File: config.mk
export PLATFORM = sky130hd
export DESIGN_NAME = ccr_top
export DESIGN_NICKNAME = d
export VERILOG_FILES = /design/src/ccr_pkg.sv /design/src/ccr_top.sv
export VERILOG_INCLUDE_DIRS = /design/src /design/src/src
export SDC_FILE = /design/constraint.sdc
export NUM_CORES = 1
export LEC_CHECK = 0
export BUFFER_PORTS_ARGS = -buffer_cell sky130_fd_sc_hd__clkbuf_2
export CORE_ASPECT_RATIO = 0.7
export CORE_MARGIN = 4
export CORE_UTILIZATION = 30
export DETAILED_ROUTE_END_ITERATION = 10
export PLACE_DENSITY = 0.57
export SLEW_MARGIN = 30
export SYNTH_ARGS = -nofsm -noshare
export SYNTH_HDL_FRONTEND = slang
export SYNTH_SLANG_ARGS = --single-unit
File: constraint.sdc
create_clock -name mclk -period 1.6 [get_ports mclk]
set_input_delay 0.24 -clock mclk [delete_from_list [all_inputs] [get_ports mclk]]
set_output_delay 0.24 -clock mclk [all_outputs]
set_load 0.02 [all_outputs]
File: src/ccr_regs.svh
// Register offsets, field positions, reset values for the calibration bank
`ifndef CCR_REGS_SVH
`define CCR_REGS_SVH

// ****************************************************************
// Register indices (byte address is four times the index)
// ****************************************************************
`define CCR_IDX_CTRL      8'h61
`define CCR_IDX_RING      8'h62
`define CCR_IDX_TIP       8'h63
`define CCR_IDX_DIFF      8'h64
`define CCR_IDX_COMMON    8'h65
`define CCR_IDX_ILIM      8'h66
`define CCR_IDX_MONITOR   8'h67
`define CCR_IDX_TRIM      8'h68

// ****************************************************************
// Field positions
// ****************************************************************
`define CCR_BIT_MON_ONE   4
`define CCR_BIT_MON_TWO   3
`define CCR_BIT_DAC       2
`define CCR_BIT_ADC       1
`define CCR_BIT_BALANCE   0
`define CCR_STEPS         5
`define CCR_TRIM_DAC_OFFSET_POSITIVE     3
`define CCR_TRIM_DAC_OFFSET_NEGATIVE     2
`define CCR_TRIM_ADC_OFFSET_POSITIVE     1
`define CCR_TRIM_ADC_OFFSET_NEGATIVE     0

// ****************************************************************
// Reset values
// ****************************************************************
`define CCR_RST_CTRL      5'h00
`define CCR_RST_GAIN      5'h10
`define CCR_RST_DAC_GAIN  5'h11
`define CCR_RST_ILIM      4'h8
`define CCR_RST_MONITOR   8'h00
`define CCR_RST_TRIM      4'h0

`endif

File: src/ccr_pkg.sv
// Types shared by the calibration control and result bank
package ccr_pkg;

    // Bus slave sequencing
    typedef enum logic [0:0] {
        CCR_BUS_READY,
        CCR_BUS_READ
    } ccr_bus_state_t;

    typedef logic [7:0] ccr_index_t;

endpackage : ccr_pkg

File: src/ccr_top.sv
// Calibration step control and trim result register bank on AHB-Lite
//
// Contract
// - First monitor calibration bit reads one while enabled or running.
// - Second monitor calibration bit reads one while enabled or running.
// - Writing one to audio DAC offset bit starts it; clears on finish.
// - Writing one to audio ADC offset bit starts it; clears on finish.
// - Writing one to balance bit starts balance calibration; clears after.
// - Five-bit RING mismatch code, resets 0x10, upper bits read zero.
// - Five-bit TIP mismatch code, resets 0x10, upper bits read zero.
// - Five-bit differential gain code, resets 0x11, upper bits zero.
// - Five-bit common-mode gain code, resets 0x11, upper bits zero.
// - Four-bit current limit code, resets 0x08, upper bits zero.
// - Monitor offset byte: code one high nibble, code two low.
//
// The AHB-Lite slave port was left to the implementer.
`timescale 1ns/1ps
`include "ccr_regs.svh"

module ccr_top
    import ccr_pkg::*;
(
    input  wire logic        mclk,
    input  wire logic        rst,
    // AHB-Lite slave
    input  wire logic        hsel,
    input  wire logic [31:0] haddr,
    input  wire logic [1:0]  htrans,
    input  wire logic        hwrite,
    input  wire logic [2:0]  hsize,
    input  wire logic [31:0] hwdata,
    input  wire logic        hready,
    output logic      [31:0] hrdata,
    output logic             hreadyout,
    output logic             hresp,
    // Calibration engine handshake, one bit per step
    output logic      [4:0]  cal_start,
    input  wire logic [4:0]  cal_done,
    // Step results delivered with cal_done
    input  wire logic [3:0]  monitor_one_result,
    input  wire logic [3:0]  monitor_two_result,
    input  wire logic [1:0]  dac_offset_result,
    input  wire logic [1:0]  adc_offset_result,
    // Gain results from the main calibration sequencer
    input  wire logic        ring_load,
    input  wire logic [4:0]  ring_result,
    input  wire logic        tip_load,
    input  wire logic [4:0]  tip_result,
    input  wire logic        diff_load,
    input  wire logic [4:0]  diff_result,
    input  wire logic        common_load,
    input  wire logic [4:0]  common_result,
    input  wire logic        ilim_load,
    input  wire logic [3:0]  ilim_result,
    // Trim codes to the analog front end
    output logic      [4:0]  ring_mismatch_code,
    output logic      [4:0]  tip_mismatch_code,
    output logic      [4:0]  diff_gain_code,
    output logic      [4:0]  common_gain_code,
    output logic      [3:0]  current_limit_code,
    output logic      [3:0]  monitor_offset_code_one,
    output logic      [3:0]  monitor_offset_code_two,
    output logic             dac_offset_positive,
    output logic             dac_offset_negative,
    output logic             adc_offset_positive,
    output logic             adc_offset_negative
);

    // ****************************************************************
    // Decode helpers
    // ****************************************************************

    // Word index of a byte address; out-of-window addresses give zero,
    // which no register uses, so they fall to the unmapped answer
    function automatic ccr_index_t addr_index(input logic [31:0] a);
        ccr_index_t idx;
        idx = 8'h00;
        if (a[31:10] == 22'h000000) begin
            idx = a[9:2];
        end
        return idx;
    endfunction : addr_index

    // ****************************************************************
    // State
    // ****************************************************************
    ccr_bus_state_t bus_state_reg;
    logic           hreadyout_reg;
    logic [31:0]    hrdata_reg;
    logic           wr_pend_reg;
    ccr_index_t     wr_idx_reg;
    ccr_index_t     rd_idx_reg;

    logic [4:0]     ctrl_reg;
    logic [4:0]     start_reg;
    logic [4:0]     ring_reg;
    logic [4:0]     tip_reg;
    logic [4:0]     diff_reg;
    logic [4:0]     common_reg;
    logic [3:0]     ilim_reg;
    logic [3:0]     mon_one_reg;
    logic [3:0]     mon_two_reg;
    logic [3:0]     trim_reg;

    logic           addr_ok;
    logic           wr_ctrl;
    logic [4:0]     step_end;
    logic [31:0]    rd_mux;

    // hsize and the low address bits are not decoded; only aligned
    // whole-word transfers are expected on this bank
    // Address phase is taken only while the bus shows ready
    assign addr_ok = hsel && htrans[1] && hready;

    // Software write strobe for the step control byte
    assign wr_ctrl = wr_pend_reg && (wr_idx_reg == `CCR_IDX_CTRL);

    // A step ends only if it was actually running; stray done is ignored
    assign step_end = cal_done & ctrl_reg;

    // ****************************************************************
    // AHB-Lite slave
    // ****************************************************************

    // Reads take one wait state so the data always leave a flip-flop and
    // any write in the preceding data phase is already stored
    always_ff @(posedge mclk) begin
        if (rst) begin
            bus_state_reg <= CCR_BUS_READY;
            hreadyout_reg <= 1'b1;
            rd_idx_reg    <= 8'h00;
        end else begin
            unique case (bus_state_reg)
                CCR_BUS_READY: begin
                    if (addr_ok && !hwrite) begin
                        bus_state_reg <= CCR_BUS_READ;
                        hreadyout_reg <= 1'b0;
                        rd_idx_reg    <= addr_index(haddr);
                    end
                end
                CCR_BUS_READ: begin
                    bus_state_reg <= CCR_BUS_READY;
                    hreadyout_reg <= 1'b1;
                end
            endcase
        end
    end

    // Read data latched during the wait state, held until the next read
    always_ff @(posedge mclk) begin
        if (rst) begin
            hrdata_reg <= 32'h00000000;
        end else if (bus_state_reg == CCR_BUS_READ) begin
            hrdata_reg <= rd_mux;
        end
    end

    // Write address captured; data arrive in the following cycle
    always_ff @(posedge mclk) begin
        if (rst) begin
            wr_pend_reg <= 1'b0;
            wr_idx_reg  <= 8'h00;
        end else begin
            wr_pend_reg <= addr_ok && hwrite;
            if (addr_ok && hwrite) begin
                wr_idx_reg <= addr_index(haddr);
            end
        end
    end

    // Read multiplexer; reserved bits and unmapped words read zero
    always_comb begin
        rd_mux = 32'h00000000;
        unique case (rd_idx_reg)
            `CCR_IDX_CTRL:    rd_mux[4:0] = ctrl_reg;
            `CCR_IDX_RING:    rd_mux[4:0] = ring_reg;
            `CCR_IDX_TIP:     rd_mux[4:0] = tip_reg;
            `CCR_IDX_DIFF:    rd_mux[4:0] = diff_reg;
            `CCR_IDX_COMMON:  rd_mux[4:0] = common_reg;
            `CCR_IDX_ILIM:    rd_mux[3:0] = ilim_reg;
            `CCR_IDX_MONITOR: rd_mux[7:0] = {mon_one_reg,
                                             mon_two_reg};
            `CCR_IDX_TRIM:    rd_mux[3:0] = trim_reg;
            default:          rd_mux = 32'h00000000;
        endcase
    end

    // ****************************************************************
    // Calibration step control
    // ****************************************************************

    // Each step bit is set by a software one and cleared by its own done;
    // a set in the same cycle as a done wins so no request is lost.
    // Writing zero does not abort a running step.
    for (genvar i = 0; i < `CCR_STEPS; i++) begin : g_step
        always_ff @(posedge mclk) begin
            if (rst) begin
                ctrl_reg[i] <= 1'(`CCR_RST_CTRL >> i);
            end else if (wr_ctrl && hwdata[i]) begin
                ctrl_reg[i] <= 1'b1;
            end else if (step_end[i]) begin
                ctrl_reg[i] <= 1'b0;
            end
        end

        // One-cycle start toward the engine, only from an idle step or one whose done arrives in the same cycle
        always_ff @(posedge mclk) begin
            if (rst) begin
                start_reg[i] <= 1'b0;
            end else begin
                start_reg[i] <= wr_ctrl && hwdata[i]
                                && (!ctrl_reg[i] || step_end[i]);
            end
        end
    end

    // ****************************************************************
    // Gain and current limit results
    // ****************************************************************

    // Hardware load beats a software write in the same cycle,
    // so a finished sequencer step is never undone by a stale write
    always_ff @(posedge mclk) begin
        if (rst) begin
            ring_reg <= `CCR_RST_GAIN;
        end else if (ring_load) begin
            ring_reg <= ring_result;
        end else if (wr_pend_reg && wr_idx_reg == `CCR_IDX_RING) begin
            ring_reg <= hwdata[4:0];
        end
    end

    always_ff @(posedge mclk) begin
        if (rst) begin
            tip_reg <= `CCR_RST_GAIN;
        end else if (tip_load) begin
            tip_reg <= tip_result;
        end else if (wr_pend_reg && wr_idx_reg == `CCR_IDX_TIP) begin
            tip_reg <= hwdata[4:0];
        end
    end

    always_ff @(posedge mclk) begin
        if (rst) begin
            diff_reg <= `CCR_RST_DAC_GAIN;
        end else if (diff_load) begin
            diff_reg <= diff_result;
        end else if (wr_pend_reg && wr_idx_reg == `CCR_IDX_DIFF) begin
            diff_reg <= hwdata[4:0];
        end
    end

    always_ff @(posedge mclk) begin
        if (rst) begin
            common_reg <= `CCR_RST_DAC_GAIN;
        end else if (common_load) begin
            common_reg <= common_result;
        end else if (wr_pend_reg && wr_idx_reg == `CCR_IDX_COMMON) begin
            common_reg <= hwdata[4:0];
        end
    end

    always_ff @(posedge mclk) begin
        if (rst) begin
            ilim_reg <= `CCR_RST_ILIM;
        end else if (ilim_load) begin
            ilim_reg <= ilim_result;
        end else if (wr_pend_reg && wr_idx_reg == `CCR_IDX_ILIM) begin
            ilim_reg <= hwdata[3:0];
        end
    end

    // ****************************************************************
    // Monitor converter offsets
    // ****************************************************************

    // Nibbles load independently so one step never disturbs the other;
    // the byte's reset value is split between the two nibble registers
    always_ff @(posedge mclk) begin
        if (rst) begin
            mon_one_reg <= 4'(`CCR_RST_MONITOR >> 4);
        end else if (step_end[`CCR_BIT_MON_ONE]) begin
            mon_one_reg <= monitor_one_result;
        end else if (wr_pend_reg && wr_idx_reg == `CCR_IDX_MONITOR) begin
            mon_one_reg <= hwdata[7:4];
        end
    end

    always_ff @(posedge mclk) begin
        if (rst) begin
            mon_two_reg <= 4'(`CCR_RST_MONITOR);
        end else if (step_end[`CCR_BIT_MON_TWO]) begin
            mon_two_reg <= monitor_two_result;
        end else if (wr_pend_reg && wr_idx_reg == `CCR_IDX_MONITOR) begin
            mon_two_reg <= hwdata[3:0];
        end
    end

    // ****************************************************************
    // Audio converter offset polarity trim
    // ****************************************************************

    // DAC pair and ADC pair follow their own steps; software may still
    // force any bit, which is how a board-level trim is patched in.
    // Later ifs win, so a step result beats a write in the same cycle
    always_ff @(posedge mclk) begin
        if (rst) begin
            trim_reg <= `CCR_RST_TRIM;
        end else begin
            if (wr_pend_reg && wr_idx_reg == `CCR_IDX_TRIM) begin
                trim_reg <= hwdata[3:0];
            end
            if (step_end[`CCR_BIT_DAC]) begin
                trim_reg[`CCR_TRIM_DAC_OFFSET_POSITIVE:`CCR_TRIM_DAC_OFFSET_NEGATIVE]
                    <= dac_offset_result;
            end
            if (step_end[`CCR_BIT_ADC]) begin
                trim_reg[`CCR_TRIM_ADC_OFFSET_POSITIVE:`CCR_TRIM_ADC_OFFSET_NEGATIVE]
                    <= adc_offset_result;
            end
        end
    end

    // ****************************************************************
    // Outputs, all straight from flip-flops except hresp, which is tied to zero
    // ****************************************************************
    // Codes drive the front end directly; no gating after the flops
    assign hrdata                  = hrdata_reg;
    assign hreadyout               = hreadyout_reg;
    assign hresp                   = 1'b0;      // Always OKAY
    assign cal_start               = start_reg;
    assign ring_mismatch_code      = ring_reg;
    assign tip_mismatch_code       = tip_reg;
    assign diff_gain_code          = diff_reg;
    assign common_gain_code        = common_reg;
    assign current_limit_code      = ilim_reg;
    assign monitor_offset_code_one = mon_one_reg;
    assign monitor_offset_code_two = mon_two_reg;
    assign dac_offset_positive     = trim_reg[`CCR_TRIM_DAC_OFFSET_POSITIVE];
    assign dac_offset_negative     = trim_reg[`CCR_TRIM_DAC_OFFSET_NEGATIVE];
    assign adc_offset_positive     = trim_reg[`CCR_TRIM_ADC_OFFSET_POSITIVE];
    assign adc_offset_negative     = trim_reg[`CCR_TRIM_ADC_OFFSET_NEGATIVE];

endmodule : ccr_top

==> results_dict.tcl <==
set metrics [dict create \
    finalWorstSetupSlack_ps 50.7 \
    worstSetupStartpointType "flip-flop" \
    worstPathMaxFanout 8 \
    finalCriticalPeriod_ps 1550 \
    insertedDiodeCount 0 \
    finalMaxSlewViolations 0 \
    drt_pass1_iterations 5 \
    rsz0062_at_grt "yes" \
    final_layout_size_suffix_gt1_share_pct 35.3 \
    insertion_delay_ps 340 \
    dp_slack_ps -43.3 \
    drc 0 \
    grt_pass1_vias 3490 \
    cts-buffers-inserted 9 \
    syn_inst 401 \
    synth_warnings 0 \
    wl_per_cell_um 17.3 \
    initial_core_util_pct 31.0 \
    vias_per_cell 5.00 \
    synth_edf_count 0 \
    hold_class "input pin to flip-flop" \
    grt_pass1_wl_um 19000 \
    finalSetupViolCount 0 \
    max_slew.worst_pin.slew_ps 525 \
    holdWs_ps 130 \
    ir_worst_vdd_v 0.000457 \
    fmax_mhz 645 \
    rr_endpoint "monitor_offset_code_one[0]$_SDFFE_PP0P_" \
    total_power_mw 4.56 \
    reg2reg_setup_slack_ps 50 \
    boundaryPins 195 \
    area_growth_pct 32.4 \
    drv_cap 0 \
    cp.required_ps 1810 \
    coreArea_um2 11800 \
    fin_util_pct 41.0 \
    cts.sinks 73 \
    ys_types 54 \
    yosysSeqAreaShare_pct 39.9 \
    startpoint "wr_idx_reg[4]$_SDFFE_PP0P_" \
    postRouteAntennaNets 0 \
    crit_path_top_delay_cell "dfxtp_1" \
    place_congestion 0.871 \
    grt_antenna_before_repair 0 \
    die_w_um 140 \
    worstPathArrival_ps 1760 \
    hold_depth 3 \
    std_cell_rows 33 \
    status "finished clean" \
    async_flop_share_pct 0 \
    syn_area_per_cell_um2 9.12 \
    grt_max_degree 20 \
    vias 3545 \
    cp-end-kind "flip-flop" \
    crit_type "flip-flop to flip-flop" \
    grt.total_usage_pct 17.4 \
    slew_headroom_pct 64.9 \
    dp_hpwl_um 9990 \
    hold_start "tip_result[4]" \
    synth_ff_type "dfxtp_1" \
    cts_hold_buf 0 \
    finalCritPeriodShare_pct 96.8 \
    cts_buffer_depth 2 \
    cts_root_buffer "clkbuf_16" \
    skew_ps 6.40 \
    synth_area_um2 3660 \
    die_h_um 100 \
    cpPeakStageDelay_ps 380 \
    whs_endpoint "tip_mismatch_code[4]$_SDFFE_PP1P_" \
    post_cts_buffers 0 \
    hold_viol 0 \
    clkTransAtPathRegs_ps 60 \
    cts_tree "yes" \
    crit_family "simple AND/OR/NAND/NOR gates" \
    leakagePower_nw 2.25 \
    portBuffers 139 \
    grt.overflow.total 0 \
    dr.first_iter.drc_count 228 \
    powerDensity_nw_per_um2 941 \
    final_nets 667 \
    rr_worst_depth 5 \
    synth-seq-cells 73 \
    path_buf_inv 1 \
    die-area_um2 14100 \
    h-tree-depth 3 \
    path_cells "nor3b_4 > and4_1 > buf_12 > mux2i_1 > a21oi_1" \
    r2r_start "wr_idx_reg[4]$_SDFFE_PP0P_" \
    wirelength_um 12300 \
]
## logic make-up (layout without fill, tap and decap cells)
logic type | after synthesis | after routing | share of synthesized area, %
other | 1 | 25 | 0.103
flip-flops | 73 | 73 | 39.9
AND/OR/NAND/NOR | 126 | 126 | 19.7
multiplexers | 44 | 44 | 12.2
buffers and inverters | 57 | 184 | 9.82
AO/OA/AOI/OAI | 100 | 100 | 18.3
## routing by layer
metal | up-vias | share of wire (%) | global-route usage (%)
li1 | 1724 | - | -
met1 | 1668 | 49 | 25.1
met2 | 144 | 42 | 25.0
met3 | 9 | 8.1 | 6.05
met4 | 0 | 0.92 | 4.24
met5 | - | 0 | 0
## layout by cell type, fill, tap and decap left out, types with 2 or more instances in the layout
master     count
dfxtp_1       69
nand3b_1       2
nor2_1        39
mux2i_1       40
and4_1         5
clkbuf_16      9
clkbuf_2     139
dfxtp_2        3
nand3_1        3
nor3_1         6
a22o_1         8
and3_1         9
nand4_1        2
nor4_1         5
nand4b_1       3
clkbuf_8       2
nand3_2        3
a211oi_1      18
a31oi_1        2
nand2_1       19
o21ai_1        2
nand2b_1       5
a21oi_1       29
inv_1          6
o21ai_0       15
a32oi_1       10
a311oi_1       2
o22ai_1        2
clkinv_2       2
a221oi_1       3
bufinv_16      2
conb_1        25
nor2b_1       10
o31ai_1        2
buf_4         20
mux2_2         4
## timing repair
item | CTS | global route
pin swaps | 0 | 3
gates cloned | 0 | 0
setup endpoints to repair | 4 | 44
gates resized for setup | 1 | 9
## how the worst max path moves through the flow
stage | to | cells after the start | slack, ps
after CTS | monitor_offset_code_one[0]$_SDFFE_PP0P_ | 5 | 30
final | monitor_offset_code_one[0]$_SDFFE_PP0P_ | 5 | 50
after global placement | hrdata[4]$_SDFFE_PP0P_ | 4 | -40
after detailed placement | hrdata[4]$_SDFFE_PP0P_ | 4 | -40
after global routing | diff_gain_code[3]$_SDFFE_PP0P_ | 5 | -60
after floorplan | hrdata[4]$_SDFFE_PP0P_ | 5 | 210
## stage by stage
| stage | setup TNS [ps] | instance area (um2) | instances |
|---|---|---|---|
| 2_1_floorplan | 0 | 3750 | 425 |
| 3_5_place_dp | -70.9 | 4490 | 693 |
| 4_1_cts | 0 | 4820 | 709 |
| 6_report | 0 | 4840 | 709 |
| 5_1_grt | -155 | 4840 | 709 |
| 3_3_place_gp | -43.7 | 4490 | 693 |
## where the power goes
group	internal, mW	switching [mW]	total, mW
Sequential	1.86	0.0395	1.90
Combinational	0.165	0.279	0.444
Clock	1.44	0.770	2.21
Total	3.47	1.09	4.56
## worst reg2reg max path, delay by kind of cell, from the launching register on
kind / cells / cell delay [ps]
AOI/OAI and AO/OA: 1 / 80
buffers and inverters: 1 / 160
DFF: 1 / 380
muxes: 1 / 200
and+or+nand+nor: 2 / 600
## layout make-up
class | count | area, um2
well taps | 157 | 196
clock inverters | 5 | 77.6
fillers | 1222 | 6970
flip-flops and latches | 73 | 1470
inverters | 7 | 26.3
clock buffers | 11 | 253
multi-input cells | 295 | 1940
repair buffers | 161 | 877
## Yosys cell counts, drive strengths merged (4+ instances only)
cell	n	area, um2
nor3	7	40.0
mux2	4	45.0
a211oi	18	135
and4	5	43.8
a21oi	29	145
mux2i	40	400
and3	9	56.3
nand3	6	45.0
o21ai	17	85.1
nor4	5	31.3
a32oi	10	87.6
a22o	8	70.1
nor2b	11	68.8
nor2	39	146
dfxtp	73	1460
buf	42	303
nand2	19	71.3
clkbuf	8	30.0
nand2b	5	31.3
inv	6	22.5
No activity file was read; power rests on OpenSTA's default activity.
